[config.mk]
export PLATFORM = sky130hd
export DESIGN_NAME = servo_pins
export DESIGN_NICKNAME = d
export VERILOG_FILES = /design/src/rtl/servo_pins_pkg.sv /design/src/rtl/servo_pins.sv
export SDC_FILE = /design/constraint.sdc
export NUM_CORES = 1
export LEC_CHECK = 0
export BUFFER_PORTS_ARGS = -buffer_cell sky130_fd_sc_hd__buf_2
export CELL_PAD_IN_SITES_DETAIL_PLACEMENT = 2
export CELL_PAD_IN_SITES_GLOBAL_PLACEMENT = 2
export CORE_MARGIN = 3
export CORE_UTILIZATION = 39
export CTS_CLUSTER_DIAMETER = 40
export DETAILED_ROUTE_END_ITERATION = 10
export PLACE_DENSITY = 0.81
export SLEW_MARGIN = 40
export SYNTH_ARGS = -nofsm -noshare
export SYNTH_HDL_FRONTEND = slang
export SYNTH_SLANG_ARGS = --single-unit
[constraint.sdc]
create_clock -name clk_i -period 14.29 [get_ports clk_i]
set_clock_uncertainty 0.05 [all_clocks]
set_input_delay 0.7145 -clock clk_i [delete_from_list [all_inputs] [get_ports clk_i]]
set_output_delay 0.7145 -clock clk_i [all_outputs]
set_load 0.05 [all_outputs]
[src/rtl/servo_pins_pkg.sv]
/*
  Constants, encodings and timing counts for the servo controller pin-level block.
  Assumes a single 40 MHz system clock; the host and the encoder are asynchronous to it.
*/
// How it works
// - capture the index position only while index, phase A and phase B are all low.
// - forward motion means phase A leads phase B by a quarter cycle.
// - every edge of both phases counts, four counts per encoder line.
// - 8-bit host bus carries commands, status, data under select, read, write, port select.
// - port select low means command write or status read; high means data port.
// - host interrupt goes high while any enabled interrupt flag is set, once init after reset is done.
// - 8-bit mode latches the value with MSB on port bit 0, LSB on bit 7.
// - 12-bit mode sends two 6-bit words on lines 0-5, low word first, MSB on line 0.
// - 12-bit mode line 6 is low for the low word, high for the high word.
// - 12-bit mode line 7 rises to strobe each word into the converter.
// - PWM mode puts sign on line 0, magnitude on line 1, other lines unused.
// - chip reset is active low, acts on release, held low at least 8 clocks.
// - reset clears filter coefficient and trajectory values and zeroes position.
// - reset loads error threshold 7FFF and makes it active as after a threshold load.
// - after reset breakpoint interrupt is masked, the five others are enabled.
// - reset sets the derivative interval to its minimum of 2048 clocks.
// - during reset the port shows 12-bit mid-scale 800, then 8-bit mid-scale 80.
// - status reads 00 after release, then 84 within 1.5 ms.
// - busy is valid by the first moment the host can read it after a transfer.
// - position error is desired minus actual position, sent on to the filter.
// - each encoder input is synchronised to the clock before decoding.
// - each quadrature transition steps the position up or down by direction.
// - an armed index capture stores the position and raises an interrupt flag.
package servo_pins_pkg;

  localparam real CLK_MHZ         = 40.0;
  localparam real INIT_TIME_MS    = 1.5;
  localparam int  INIT_CYCLES     = int'(INIT_TIME_MS * 1000.0 * CLK_MHZ - 0.5);
  localparam int  RST_MIN_CLOCKS  = 8;
  localparam int  DS_BASE_CLOCKS  = 2048;

  localparam logic [15:0] ETHR_RST      = 16'h7FFF;
  localparam logic [11:0] MIDSCALE12    = 12'h800;
  localparam logic [7:0]  MIDSCALE8     = 8'h80;
  localparam logic [7:0]  STATUS_INIT   = 8'h84;
  localparam logic [31:0] POS_MAX       = 32'h3FFFFFFF;
  localparam logic [31:0] POS_MIN       = 32'hC0000000;
  localparam logic [15:0] SYNC_IDLE     = 16'h9E00;

  // flag index n sits at status bit n+1; busy is bit 0, motor off bit 7
  localparam int FL_CMD_ERR = 0;
  localparam int FL_TRAJ    = 1;
  localparam int FL_INDEX   = 2;
  localparam int FL_WRAP    = 3;
  localparam int FL_POS_ERR = 4;
  localparam int FL_BREAK   = 5;
  localparam logic [5:0] MASK_RST = 6'h1F;

  typedef enum logic [1:0] {MODE_8 = 2'h0, MODE_12 = 2'h1, MODE_PWM = 2'h3} motor_mode_t;
  typedef enum logic [1:0] {MX_LO = 2'h0, MX_LO_STB = 2'h1, MX_HI = 2'h3, MX_HI_STB = 2'h2} mux_state_t;

  localparam logic [7:0] CMD_IRQ_CLR  = 8'h01;
  localparam logic [7:0] CMD_MASK  = 8'h02;
  localparam logic [7:0] CMD_THR_LOAD = 8'h03;
  localparam logic [7:0] CMD_LDES  = 8'h04;
  localparam logic [7:0] CMD_LCOEF = 8'h05;
  localparam logic [7:0] CMD_LDS   = 8'h06;
  localparam logic [7:0] CMD_ARM   = 8'h07;
  localparam logic [7:0] CMD_RDPOS = 8'h08;
  localparam logic [7:0] CMD_RDIDX = 8'h09;
  localparam logic [7:0] CMD_MTON  = 8'h0A;
  localparam logic [7:0] CMD_MTOFF = 8'h0B;

endpackage

[src/rtl/servo_pins.sv]
/*
  Pin-level logic of the servo controller: encoder decode and index capture, host port
  with command, status and data bytes, interrupt, motor output formats, reset sequence.
  Assumes the filter and trajectory logic sit outside and exchange values on plain ports.
*/
`timescale 1ns/10ps
`default_nettype none
module servo_pins
  import servo_pins_pkg::*;
#(
  parameter int INIT_CYCLES_P = INIT_CYCLES,
  parameter int DS_BASE_P     = DS_BASE_CLOCKS
) (
  input  wire logic        clk_i,                 // 40 MHz system clock
  input  wire logic        sys_rst_i,             // async reset, active high
  input  wire logic        chip_rst_n_i,          // reset pin, active low
  input  wire logic        enc_a_i,               // encoder phase A
  input  wire logic        enc_b_i,               // encoder phase B
  input  wire logic        enc_index_n_i,         // index, active low
  input  wire logic        host_cs_n_i,           // device select
  input  wire logic        host_rd_n_i,           // read strobe
  input  wire logic        host_wr_n_i,           // write strobe
  input  wire logic        port_select_i,         // 0 command, 1 data
  input  wire logic [7:0]  host_data_bus_i,       // bus level in
  output logic      [7:0]  host_data_bus_o,       // bus drive value
  output logic             host_data_bus_oe_n_o,  // low while driving
  output logic             host_irq_o,            // interrupt, active high
  input  wire logic [1:0]  motor_mode_i,          // output format strap
  input  wire logic [11:0] filter_out_i,          // filter drive, offset binary
  input  wire logic        filter_valid_i,        // new drive value
  input  wire logic        breakpoint_hit_i,      // breakpoint event pulse
  output logic      [7:0]  motor_out_port_o,      // motor output port
  output logic      [31:0] pos_error_o,           // error to filter
  output logic      [31:0] desired_pos_o,         // desired position
  output logic      [15:0] error_threshold_o,     // error threshold
  output logic      [15:0] filter_coef_o,         // filter coefficient
  output logic             deriv_tick_o,          // derivative sample pulse
  output logic             motor_off_o            // motor held at mid-scale
);

  localparam int IW = $clog2(INIT_CYCLES_P + 1);

  initial begin
    if (INIT_CYCLES_P < 1 || DS_BASE_P < 1 || DS_BASE_P * 256 > 1048576)
      $error("servo_pins: unsupported timing parameter");
  end

  // ---------------- pin synchronisers
  logic [15:0] sync1_q, sync2_q;
  always_ff @(posedge clk_i or posedge sys_rst_i)
  begin
    if (sys_rst_i)
    begin
      sync1_q <= SYNC_IDLE;
      sync2_q <= SYNC_IDLE;
    end
    else
    begin
      sync1_q <= {chip_rst_n_i, enc_a_i, enc_b_i, enc_index_n_i,
                  host_cs_n_i, host_rd_n_i, host_wr_n_i, port_select_i, host_data_bus_i};
      sync2_q <= sync1_q;
    end
  end

  logic       prst, a_s, b_s, idx_n_s, cs_n_s, rd_n_s, wr_n_s, ps_s;
  logic [7:0] data_s;
  assign prst    = ~sync2_q[15];
  assign a_s     = sync2_q[14];
  assign b_s     = sync2_q[13];
  assign idx_n_s = sync2_q[12];
  assign cs_n_s  = sync2_q[11];
  assign rd_n_s  = sync2_q[10];
  assign wr_n_s  = sync2_q[9];
  assign ps_s    = sync2_q[8];
  assign data_s  = sync2_q[7:0];

  // ---------------- core state: position, host port, flags
  logic [31:0] pos_q, pos_d, idx_pos_q, idx_pos_d, desired_q, desired_d, err_q, err_d;
  logic [31:0] acc_q, acc_d, rd_sh_q, rd_sh_d, acc_nx, err_abs;
  logic [1:0]  ab_q, ab_d;
  logic [5:0]  flags_q, flags_d, mask_q, mask_d, flag_set, flag_clr;
  logic [15:0] ethr_q, ethr_d, kp_q, kp_d;
  logic [7:0]  ds_q, ds_d, cmd_q, cmd_d, dout_q, dout_d, status_w;
  logic [19:0] ds_cnt_q, ds_cnt_d, ds_lim;
  logic [IW-1:0] init_cnt_q, init_cnt_d;
  logic [2:0]  need_q, need_d;
  logic        armed_q, armed_d, busy_q, busy_d, motor_off_q, motor_off_d, init_done_q, init_done_d;
  logic        at_tgt_q, at_tgt_d, wr_prev_q, rd_prev_q, irq_q, irq_d, tick_q, tick_d;
  logic        wr_rise, rd_rise;

  assign wr_rise  = wr_n_s & ~wr_prev_q & ~cs_n_s;
  assign rd_rise  = rd_n_s & ~rd_prev_q & ~cs_n_s & ps_s;
  assign status_w = init_done_q ? {motor_off_q, flags_q, busy_q} : 8'h00;
  assign acc_nx   = {acc_q[23:0], data_s};
  assign err_abs  = err_q[31] ? -err_q : err_q;
  assign ds_lim   = 20'((({12'h000, ds_q} + 20'h1) * 20'(DS_BASE_P)) - 20'h1);

  always_comb
  begin
    pos_d = pos_q; idx_pos_d = idx_pos_q; desired_d = desired_q; acc_d = acc_q;
    rd_sh_d = rd_sh_q; ab_d = {a_s, b_s}; mask_d = mask_q; ethr_d = ethr_q; kp_d = kp_q;
    ds_d = ds_q; cmd_d = cmd_q; need_d = need_q; armed_d = armed_q; busy_d = 1'b0;
    motor_off_d = motor_off_q; init_done_d = init_done_q; init_cnt_d = init_cnt_q;
    flag_set = 6'h00; flag_clr = 6'h00;
    err_d = desired_q - pos_q;
    at_tgt_d = (pos_q == desired_q);
    ds_cnt_d = (ds_cnt_q >= ds_lim) ? 20'h0 : ds_cnt_q + 20'h1;
    tick_d = (ds_cnt_q >= ds_lim);
    // only single-bit changes are legal steps
    if ((a_s != ab_q[1]) != (b_s != ab_q[0]))
    begin
      if (ab_q[0] ^ a_s)
      begin
        if (pos_q == POS_MAX) flag_set[FL_WRAP] = 1'b1;
        pos_d = pos_q + 32'h1;
      end
      else
      begin
        if (pos_q == POS_MIN) flag_set[FL_WRAP] = 1'b1;
        pos_d = pos_q - 32'h1;
      end
    end
    if (armed_q && !a_s && !b_s && !idx_n_s)
    begin
      // store and alert; includes the step into the all-low state
      idx_pos_d = pos_d;
      armed_d = 1'b0;
      flag_set[FL_INDEX] = 1'b1;
    end
    if (at_tgt_d && !at_tgt_q) flag_set[FL_TRAJ] = 1'b1;
    if (err_abs > {16'h0000, ethr_q}) flag_set[FL_POS_ERR] = 1'b1;
    if (breakpoint_hit_i) flag_set[FL_BREAK] = 1'b1;
    if (!init_done_q)
    begin
      init_cnt_d = init_cnt_q + IW'(1);
      if (init_cnt_q == IW'(INIT_CYCLES_P - 1))
      begin
        init_done_d = 1'b1;
        flag_set[FL_TRAJ] = 1'b1;
      end
    end
    if (rd_rise) rd_sh_d = {rd_sh_q[23:0], 8'h00};
    if (wr_rise)
    begin
      // busy set on the taking edge
      busy_d = 1'b1;
      // port select picks command or data
      if (!ps_s)
      begin
        cmd_d = data_s;
        need_d = 3'h0;
        case (data_s)
          CMD_IRQ_CLR:  flag_clr = 6'h3F;
          CMD_MASK:  need_d = 3'h1;
          CMD_THR_LOAD: need_d = 3'h2;
          CMD_LDES:  need_d = 3'h4;
          CMD_LCOEF: need_d = 3'h2;
          CMD_LDS:   need_d = 3'h1;
          CMD_ARM:   armed_d = 1'b1;
          CMD_RDPOS: rd_sh_d = pos_q;
          CMD_RDIDX: rd_sh_d = idx_pos_q;
          CMD_MTON:  motor_off_d = 1'b0;
          CMD_MTOFF: motor_off_d = 1'b1;
          default:   flag_set[FL_CMD_ERR] = 1'b1;
        endcase
      end
      else if (need_q == 3'h0)
        flag_set[FL_CMD_ERR] = 1'b1;
      else
      begin
        acc_d = acc_nx;
        need_d = need_q - 3'h1;
        if (need_q == 3'h1)
        begin
          case (cmd_q)
            CMD_MASK:  mask_d = acc_nx[5:0];
            CMD_THR_LOAD: ethr_d = acc_nx[15:0];
            CMD_LDES:  desired_d = acc_nx;
            CMD_LCOEF: kp_d = acc_nx[15:0];
            CMD_LDS:   ds_d = acc_nx[7:0];
            default:   ;
          endcase
        end
      end
    end
    // set wins over clear
    flags_d = (flags_q & ~flag_clr) | flag_set;
    // pin reset holds defaults, init starts on release
    if (prst)
    begin
      pos_d = 32'h0; desired_d = 32'h0; kp_d = 16'h0000; idx_pos_d = 32'h0;
      ethr_d = ETHR_RST;
      mask_d = MASK_RST;
      ds_d = 8'h00;
      flags_d = 6'h00; armed_d = 1'b0; need_d = 3'h0; motor_off_d = 1'b1;
      init_done_d = 1'b0; init_cnt_d = '0; ds_cnt_d = 20'h0; tick_d = 1'b0;
    end
    irq_d = init_done_d && |(flags_d & mask_d);
    // read byte latched for the bus
    dout_d = ps_s ? rd_sh_q[31:24] : status_w;
  end

  always_ff @(posedge clk_i or posedge sys_rst_i)
  begin
    if (sys_rst_i)
    begin
      pos_q <= 32'h0; idx_pos_q <= 32'h0; desired_q <= 32'h0; err_q <= 32'h0;
      acc_q <= 32'h0; rd_sh_q <= 32'h0; ab_q <= 2'h0; flags_q <= 6'h00; mask_q <= MASK_RST;
      ethr_q <= ETHR_RST; kp_q <= 16'h0000; ds_q <= 8'h00; cmd_q <= 8'h00; dout_q <= 8'h00;
      ds_cnt_q <= 20'h0; init_cnt_q <= '0; need_q <= 3'h0; armed_q <= 1'b0; busy_q <= 1'b0;
      motor_off_q <= 1'b1; init_done_q <= 1'b0; at_tgt_q <= 1'b1; wr_prev_q <= 1'b1;
      rd_prev_q <= 1'b1; irq_q <= 1'b0; tick_q <= 1'b0;
    end
    else
    begin
      pos_q <= pos_d; idx_pos_q <= idx_pos_d; desired_q <= desired_d; err_q <= err_d;
      acc_q <= acc_d; rd_sh_q <= rd_sh_d; ab_q <= ab_d; flags_q <= flags_d; mask_q <= mask_d;
      ethr_q <= ethr_d; kp_q <= kp_d; ds_q <= ds_d; cmd_q <= cmd_d; dout_q <= dout_d;
      ds_cnt_q <= ds_cnt_d; init_cnt_q <= init_cnt_d; need_q <= need_d; armed_q <= armed_d;
      busy_q <= busy_d; motor_off_q <= motor_off_d; init_done_q <= init_done_d;
      at_tgt_q <= at_tgt_d; wr_prev_q <= wr_n_s; rd_prev_q <= rd_n_s; irq_q <= irq_d;
      tick_q <= tick_d;
    end
  end

  assign host_data_bus_o      = dout_q;
  assign host_data_bus_oe_n_o = cs_n_s | rd_n_s;
  assign host_irq_o           = irq_q;
  assign pos_error_o          = err_q;
  assign desired_pos_o        = desired_q;
  assign error_threshold_o    = ethr_q;
  assign filter_coef_o        = kp_q;
  assign deriv_tick_o         = tick_q;
  assign motor_off_o          = motor_off_q;

  // ---------------- motor output port
  logic [11:0] drive_q, drive_d;
  logic [7:0]  port_q, port_d, pwm_q, pwm_d, rev8, mag;
  logic [5:0]  rev6;
  logic [3:0]  rstlen_q, rstlen_d;
  mux_state_t  mux_q, mux_d;
  motor_mode_t eff_mode;

  for (genvar i = 0; i < 8; i++)
  begin : g_rev8
    assign rev8[i] = drive_q[11 - i];
  end
  for (genvar i = 0; i < 6; i++)
  begin : g_rev6
    assign rev6[i] = (mux_q == MX_LO || mux_q == MX_LO_STB) ? drive_q[5 - i] : drive_q[11 - i];
  end

  assign eff_mode = prst ? ((rstlen_q < 4'(RST_MIN_CLOCKS)) ? MODE_12 : MODE_8)
                         : motor_mode_t'(motor_mode_i);
  assign mag = drive_q[11] ? drive_q[10:3] : ~drive_q[10:3];

  always_comb
  begin
    drive_d  = drive_q;
    if (prst || motor_off_q) drive_d = MIDSCALE12;
    else if (filter_valid_i) drive_d = filter_out_i;
    rstlen_d = prst ? ((rstlen_q < 4'(RST_MIN_CLOCKS)) ? rstlen_q + 4'h1 : rstlen_q) : 4'h0;
    pwm_d    = pwm_q + 8'h01;
    unique case (mux_q)
      MX_LO:     mux_d = MX_LO_STB;
      MX_LO_STB: mux_d = MX_HI;
      MX_HI:     mux_d = MX_HI_STB;
      MX_HI_STB: mux_d = MX_LO;
    endcase
    unique case (eff_mode)
      MODE_8:   port_d = rev8;
      // line 6 marks the high word; line 7 rises per word
      MODE_12:  port_d = {(mux_q == MX_LO_STB || mux_q == MX_HI_STB),
                          (mux_q == MX_HI || mux_q == MX_HI_STB), rev6};
      // sign on line 0, magnitude on line 1
      MODE_PWM: port_d = {6'h00, (pwm_q < mag), ~drive_q[11]};
      default:  port_d = rev8;
    endcase
  end

  always_ff @(posedge clk_i or posedge sys_rst_i)
  begin
    if (sys_rst_i)
    begin
      drive_q <= MIDSCALE12; port_q <= 8'h01; pwm_q <= 8'h00; rstlen_q <= 4'h0; mux_q <= MX_LO;
    end
    else
    begin
      drive_q <= drive_d; port_q <= port_d; pwm_q <= pwm_d; rstlen_q <= rstlen_d; mux_q <= mux_d;
    end
  end

  assign motor_out_port_o = port_q;
endmodule // servo_pins
`default_nettype wire

* Yosys cells after proc, flatten, opt, wreduce, memory -nomap -nowiden
Cells that the tools add are included.
** Cells by class
- Add/subtract/negate cells :: 11
- $mul :: 0
- Div/mod/pow operators :: 0
- Magnitude comparators :: 4
- Eq/ne operators :: 42
- Shifts and indexed selects :: 0
- Mux-type cells :: 98
- Bitwise logic cells :: 19
- Reductions and logical operators :: 29
** Operator list (count)
- $mux W32 :: 15
- $mux W16 :: 14
- $mux W8 :: 9
- $pmux W32 S2 :: 1
- $mux W6 :: 10
- $eq A8 B3 Y1 const B :: 7
- $mux W20 :: 2
- $mux W1 :: 34
- $add A32 B1 Y32 const B :: 1
- $eq A32 B30 Y1 const B :: 1
- $eq A32 B32 Y1 :: 1
- $eq A32 B32 Y1 const B :: 1
- $eq A8 B2 Y1 const B :: 4
- $eq A8 B4 Y1 const B :: 4
- $gt A32 B16 Y1 :: 1
- $neg A32 Y32 :: 1
- $sub A32 B1 Y32 const B :: 1
- $sub A32 B32 Y32 :: 1
- $mux W12 :: 2
- $add A20 B1 Y20 const B :: 1
- $ge A20 B20 Y1 :: 1
- $reduce_and A5 Y1 :: 4
- $sub A20 B1 Y20 const B :: 1
- $add A16 B1 Y16 const B :: 1
- other kinds (42) :: 85
** Word-level totals
- Flip-flop bits (word level) :: 368
- Bits in latches :: 0
- RAM bits :: 0
- ROM bits :: 0
- Logic and storage cells :: 236
- Memories :: 0

* Depth between registers and ports, before layout
Gate-level depths: netlist (run 1).
- Depth after elaboration :: 11
- Depth in mapped cells :: 17

* Least setup slack after synthesis (run 1)
OpenSTA, ideal clock, no wires.
- Path type :: reg-to-reg
- Start :: register sync2_q[14]
- End :: register idx_pos_q[31]
- Library setup time :: 137 ps
- Arrival time :: 3781 ps
- Required time :: 14103 ps
- Slack :: 10322 ps
- Stages on the path, launching flop included :: 14
- Buffers on the path :: 0
- Clock period less this slack :: 3968 ps
- Path through :: dfrtp_1 -> xor2_1 -> inv_1 -> ha_1 -> nand2_1 -> o31a_1 -> o211a_1 -> a211o_1 -> a31o_2 -> o21ai_0 -> mux2i_1 -> nor3_1 -> xor2_1 -> a21oi_1
** Between the ends
- Longest elaborated chain between the ends :: 5
- Elaborated cells between the ends (all ways) :: 12
- Classes of those cells :: eq/ne (3); mux (4); bitwise (1); reduce/logical (4)
** Ends and longest elaborated chain
- start: declaration :: line servo_pins.sv:49 : logic [15:0] sync1_q, sync2_q;
- start signal: assignment :: line servo_pins.sv:61 : sync2_q <= sync1_q;
- $xor A1 B1 Y1 (tied with other cells) :: line servo_pins.sv:112 : if (ab_q[0] ^ a_s)
- $mux W32 (tied with other cells) :: line servo_pins.sv:112
- $mux W32 / $logic_and A1 B1 Y1 (equally long branches) :: line servo_pins.sv:110, servo_pins.sv:123
- $mux W32 / $logic_and A1 B1 Y1 (equally long branches) :: line servo_pins.sv:123 : if (armed_q && !a_s && !b_s && !idx_n_s)
- $mux W32 / $ne A2 B1 Y1 (equally long branches)
- end signal: assignment :: line servo_pins.sv:216 : pos_q <= pos_d; idx_pos_q <= idx_pos_d; desired_q <= desired_d; err_q <= err_d;
- end: declaration :: line servo_pins.sv:78 : logic [31:0] pos_q, pos_d, idx_pos_q, idx_pos_d, desired_q, desired_d, err_q, err_d;
Several ways; a longest one is shown, not always the timed one. The select of a mux whose other input is x is not followed.
A chain may end at the register's enable or synchronous reset.

* Final worst setup path (run 1)
- Start :: register sync2_q[14]
- End :: register idx_pos_q[30]
The elaborated chain is that of the path after synthesis.

==> results of run 1 <==
cells in the mapped netlist, types with 8 or more instances:
cell type	number	area share, %
and2_1	10	0.32
or3_1	9	0.29
or4_1	8	0.31
o211ai_1	16	0.62
o31ai_1	10	0.39
nand2_1	301	5.8
xnor2_1	92	4.1
nand3_1	64	1.6
clkbuf_1	82	1.6
nand4_1	21	0.68
o21ai_0	95	2.4
ha_1	107	6.9
inv_1	91	1.8
mux2i_1	31	1.6
o21a_1	16	0.62
dfstp_2	36	4.9
o21bai_1	11	0.42
a22o_1	9	0.41
nor2_1	186	3.6
nand2b_1	14	0.45
a21oi_1	141	3.6
xor2_1	44	2.0
mux2_2	34	2.0
a211oi_1	44	1.7
nor4_1	9	0.29
a21o_1	34	1.3
and3_1	18	0.58
nor2b_1	12	0.39
a31oi_1	37	1.2
dfrtp_1	332	43
nor3_1	18	0.46
cell families (layout without fill, tap and decap cells):
family | after synthesis | in the layout | synth area share, %
AO/OA/AOI/OAI | 471 | 471 | 15.3
XOR/XNOR | 136 | 136 | 6.12
adder cells (fa/ha/maj) | 109 | 109 | 7.08
buffers and inverters | 181 | 388 | 3.56
flip-flops | 368 | 368 | 47.5
multiplexers | 66 | 66 | 3.62
AND/OR/NAND/NOR | 715 | 715 | 16.8
cell type report:
| cell class | count | area share [%] |
|---|---|---|
| multi-input combinational | 1497 | 41.0 |
| sequential | 368 | 39.6 |
| clock buffer | 75 | 7.65 |
| timing repair buffer | 170 | 3.93 |
| tap | 664 | 3.55 |
| clock inverter | 51 | 2.73 |
| inverter | 92 | 1.51 |
power by group:
group	leakage [nW]	total [W]	internal, W	switching [W]
combinational	4.90	0.00117	0.000391	0.000778
sequential	4.73	0.00131	0.00115	0.000158
clock	1.17	0.00173	0.00109	0.000642
per-layer routing:
| metal | up-vias | wire (µm) |
|---|---|---|
| met2 | 399 | 37100 |
| met1 | 8783 | 31800 |
| met4 | 0 | 2380 |
| met3 | 132 | 3180 |
| met5 | - | 0 |
| li1 | 7474 | - |
final timing paths:
path                          startpoint             to  slack (ns)  cells past startpoint
max                          sync2_q[14]  idx_pos_q[30]        9.75                     14
min                            sys_rst_i      acc_q[12]        0.15                      2
max reg2reg                  sync2_q[14]  idx_pos_q[30]        9.75                     14
min reg2reg                  sync1_q[14]    sync2_q[14]        0.30                      0
max in group asynchronous      sys_rst_i     sync2_q[0]       12.31                      4
min in group clk_i         enc_index_n_i    sync1_q[12]        0.16                      1
per-stage QoR:
step	instance area (µm²)	setup slack [ns]	total power (W)	std cells
after floorplan	19500	3.37	0.00206	2046
after global placement	20900	9.97	0.00237	2791
after detailed placement	20900	9.81	0.00243	2791
after CTS	23400	9.74	0.00423	2917
after global routing	23400	9.32	0.00440	2917
final	23400	9.75	0.00421	2917
sequential cells by signal (all words and copies together) (netlist names), 12 cells and up:
| name | flops |
|---|---|
| acc_q | 24 |
| desired_pos_o | 32 |
| drive_q | 12 |
| ds_cnt_q | 20 |
| error_threshold_o | 16 |
| filter_coef_o | 16 |
| idx_pos_q | 32 |
| init_cnt_q | 16 |
| pos_error_o | 32 |
| pos_q | 32 |
| rd_sh_q | 32 |
| sync1_q | 16 |
| sync2_q | 16 |
==> flow_summary.yaml, run 1 <==
status:
  outcome: "finished, final reports clean"
clock_tree:
  h-tree-depth: 3
  cts_resized: 0
  clk_latency_ns: 0.62
  post_cts_buffers: 0
  clk_transition_reported_paths_ns: 0.05
  root_buffer: "clkbuf_16"
  cts_sinks: 368
  cts_buffers: 68
  cts_buffer_depth: 3
  cts_tree: "built"
  ctsHoldBuffers: 0
logic_synthesis:
  synthCells: 2046
  async_reset_ff_share_pct: 100
  ys_seq_area_share_pct: 47.5
  avgSynthCellArea_um2: 9.51
  ys_ff_latch: 368
  synth.distinct_cells: 79
  synth_warnings: 0
  synth-edff-count: 0
  dominantRegCellSynth: "dfrtp_1"
  syn_nets: 2189
  synth_area_mm2: 0.0195
grt:
  grt_busiest_layer: "met2"
  track_usage_pct: 28.4
  antenna_found_initial: 0
  gr-usage-met2_pct: 49.3
  gr-total-overflow: 0
  grt_pass1_vias: 19000
  grt_max_degree: 83
  gr-usage-met3_pct: 4.39
  grt_pass1_wl_mm: 117
  grtUsageMet1_pct: 35.9
layout:
  synthToLayoutAreaGrowth_pct: 20.1
  final_cell_mix: "dfrtp_1, nand2_1, nor2_1"
  nFillCells: 5138
  multi_input_area_mm2: 0.00959
  seq_area_mm2: 0.00926
  num-nets-final: 2340
  drive_gt1_share_pct: 18.0
  antenna_cells: 0
  layout.cells.most_common: "dfrtp_1"
  final_util_pct: 47.6
sta:
  period_minus_slack_ns: 4.54
  fmax_ghz: 0.220
  slew_violations: 0
  hold_viol: 0
  timing.hold.ws_ns: 0.147
  setup_violations: 0
  worst_pin_slew_ns: 0.877
  layout_worst_path_cycle_share_pct: 31.8
  slew_headroom_pct: 41.2
  rsz0062_at_grt: "no"
  timing.setup.tns_ns: 0
worst_setup_path:
  crit_slowest_cell: "a2111oi_0"
  crit_fanout: 34
  startpoint_type: "register"
  path_buf_inv: 2
  criticalPathCategory: "register to register"
  end_kind: "register"
  crit_family: "compound AO/OA/AOI/OAI gates"
  arrival_ns: 4.94
  slowest_delay_ns: 0.62
  cp.required_ns: 14.69
  crit_chain: "xor2_1, inv_1, buf_4, ha_1, a2111oi_0, o21a_1, o311ai_0, a22oi_1, a31oi_1, a311oi_1, o21a_1, xnor2_1, a21oi_1, a21oi_1"
placement:
  gp_congestion: 0.866
  hpwl_mm: 48.2
  io_buffers: 149
floorplanning:
  die_h_um: 229
  die_w_um: 229
  start_util_pct: 39.6
  ioPinCount: 150
  rows: 81
  coreArea_mm2: 0.0492
  die-area_mm2: 0.0526
job:
  maxCapViolations: 0
routing:
  vias: 16800
  vias_per_cell: 5.76
  post-route-drc-count: 0
  routed_wl_mm: 74.5
  drt-wirelength-per-cell_um: 25.5
  dr.pass1.iters: 5
  drt_iter0_drc: 1037
  ant_nets: 0
pwr:
  ir_drop_v: 0.000138
  p_per_area_mw_per_mm2: 180
  p_leak_nw: 10.8
worst_hold_path:
  hp-class: "input pin to asynchronous set/reset pin"
(Power assumes the default switching activity.)
==> run 2: changes to the inputs <==
Settings changed: ABC_AREA set to 1, CORE_UTILIZATION 39 to 33, PLACE_DENSITY 0.81 to 0.76.
Clock period 14.29 ns to 4.1 ns, I/O delays scaled along.
==> run 2 against run 1 <==
  * Critical endpoint is now ds_cnt_q[8]
  * Wire length increased by 7.5%
  * Flip-flop and latch count is the same
  * Critical path type unchanged
  * Critical path depth rose by 2
==> flow_summary.yaml, run 2 <==
pwr:
  power.switching_w: 0.00642
  p_per_area_mw_per_mm2: 633
  ir_drop_v: 0.000263
  p_leak_nw: 12.1
  p_int_w: 0.00947
  total_power_w: 0.0159
  combPwrFrac_pct: 31.1
  switching_share_pct: 40.4
  clkPwrFrac_pct: 38.6
  power_frac_seq_pct: 30.3
logic_synthesis:
  synth_commonest_cells: "nand2_1, dfrtp_1, inv_1"
  synthAdderAreaFrac_pct: 6.74
  synth_area_mm2: 0.0205
  async_reset_ff_share_pct: 100
  synth-edff-count: 0
  synth_top_family_by_area: "simple AND/OR/NAND/NOR gates"
  ys_ff_latch: 368
  avgSynthCellArea_um2: 8.08
  synth_area_leaders: "dfrtp_1, nand2_1, ha_1"
  synthCells: 2531
  syn_nets: 2674
  dominantRegCellSynth: "dfrtp_1"
  synth.distinct_cells: 65
  yosys.area.top_type: "dfrtp_1"
  synth_compound_gate_area_share_pct: 15.0
  synth_simple_gate_area_share_pct: 21.0
  muxShareOfSynthArea_pct: 0.440
  synth_top_area_share_pct: 40.6
  yosysMostFrequentCell: "nand2_1"
  ys_seq_area_share_pct: 45.2
  yosys.area_share.xor_xnor_pct: 4.15
  synth_warnings: 0
placement:
  hpwl_mm: 60.4
  post_dp_cell_area_mm2: 0.0222
  io_buffers: 149
  gp_congestion: 0.903
  dp_cells: 3418
routing:
  ant_nets: 0
  highest_layer: "met4"
  wl_met1_mm: 35.0
  drt-wirelength-per-cell_um: 22.3
  wl_met2_mm: 40.2
  routed_wl_mm: 80.0
  wl_met3_mm: 2.39
  dr.pass1.iters: 5
  drt_iter0_drc: 989
  vias_per_cell: 5.25
  post-route-drc-count: 0
  vias: 18900
sta:
  fmax_ghz: 0.274
  period_minus_slack_ns: 3.64
  timing.setup.tns_ns: 0
  slew_headroom_pct: 48.3
  hold_viol: 0
  rsz0062_at_grt: "no"
  setup_violations: 0
  timing.hold.ws_ns: 0.0674
  slew_violations: 0
  worst_pin_slew_ns: 0.767
  layout_worst_path_cycle_share_pct: 88.9
layout:
  finalNonFillerCells: 3592
  antenna_cells: 0
  layout.cells.most_common: "nand2_1"
  num-nets-final: 2894
  drive_gt1_share_pct: 14.9
  final_cell_mix: "nand2_1, dfrtp_1, inv_1"
  synthToLayoutAreaGrowth_pct: 22.8
  fin_area_mm2: 0.0251
worst_setup_path:
  crit_family: "simple AND/OR/NAND/NOR gates"
  path_depth: 16
  slowest_delay_ns: 0.49
  criticalPathCategory: "register to register"
  worst_path_most_repeated_cell: "nor2_1"
  crit_slowest_cell: "a2111oi_1"
  startpoint_type: "register"
  crit_chain: "ha_1, xor2_1, or2_2, nor2_1, and3_1, nand3_1, xnor2_1, ha_1, nand2_1, nor2_1, nand4_1, nor2_1, a2111oi_1, nand2_1, buf_4, nor3b_1"
  ff2ff_path_depth: 16
  arrival_ns: 4.09
  crit_fanout: 20
  cp.required_ns: 4.55
  end_kind: "register"
  path_buf_inv: 1
clock_tree:
  cts_buffers: 74
  root_buffer: "clkbuf_16"
  clk_latency_ns: 0.62
  h-tree-depth: 3
  post_cts_buffers: 0
  cts_sinks: 368
  cts_buffer_depth: 3
  cts_tree: "built"
  clk_transition_reported_paths_ns: 0.05
floorplanning:
  coreArea_mm2: 0.0608
  ioPinCount: 150
  die_w_um: 255
  start_util_pct: 33.6
  rows: 90
  die-area_mm2: 0.0650
  die_h_um: 255
grt:
  track_usage_pct: 25.1
  antenna_found_initial: 3
  gr-total-overflow: 0
  grt_pass1_vias: 21200
  grt_max_degree: 126
  grt_pass1_wl_mm: 126
status:
  outcome: "finished, final reports clean"
worst_hold_path:
  hp-class: "input pin to asynchronous set/reset pin"
job:
  maxCapViolations: 0
-- run 2: timing repair --
item	CTS	global route
endpoints found under the hold margin	64	0
resized for setup	0	1
endpoints found under the setup margin	0	2
hold buffers	38	0
-- run 2: area by class of cell --
| type | count | area, µm² |
|---|---|---|
| clock buffer | 86 | 1960 |
| clock inverter | 49 | 569 |
| fill | 6746 | 35700 |
| inverter | 319 | 1200 |
| multi-input combinational | 1772 | 9730 |
| sequential | 368 | 9260 |
| tap | 782 | 978 |
| timing repair buffer | 216 | 1420 |
-- run 2: final timing paths --
| path | from | to | slack [ns] |
|---|---|---|---|
| max | ds_q[0] | ds_cnt_q[8] | 0.46 |
| min | sys_rst_i | filter_coef_o[14] | 0.07 |
| max reg2reg | ds_q[0] | ds_cnt_q[8] | 0.46 |
| min reg2reg | sync1_q[12] | sync2_q[12] | 0.29 |
| max in group asynchronous | sys_rst_i | drive_q[4] | 2.69 |
| min in group clk_i | port_select_i | sync1_q[8] | 0.19 |
-- run 2: tightest hold or removal path, cell delays in order --
cell and delay (ns):
dlygate4sd3_1 0.53, buf_2 0.14, clkinvlp_4 0.25
-- run 2: cell families after synthesis --
logic type	Yosys count
buffers and inverters	391
DFF	368
xor gates and xnor gates	97
AOI/OAI and AO/OA	547
adders and majority gates	109
and+or+nand+nor	1010
muxes	9
-- run 2: power by group through the flow --
stage	registers [W]	logic (W)	clock network (W)
after floorplan	0.00531	0.00267	0
after global placement	0.00482	0.00465	0
after detailed placement	0.00485	0.00486	0
after CTS	0.00480	0.00495	0.00625
after global routing	0.00486	0.00549	0.00645
final	0.00481	0.00494	0.00613
-- run 2: metal layers --
layer,GRT usage [%],vias up
met1,31.6,9641
met2,44.5,296
met3,3.37,132
li1,-,8789
met5,0,-
met4,8.19,0
-- run 2: stage by stage --
step	utilization, %	setup WS (ns)
final	41.3	0.455
after global routing	41.3	0.0962
after CTS	41.3	0.311
after detailed placement	36.5	0.315
after global placement	36.5	0.573
after floorplan	-	-1.06
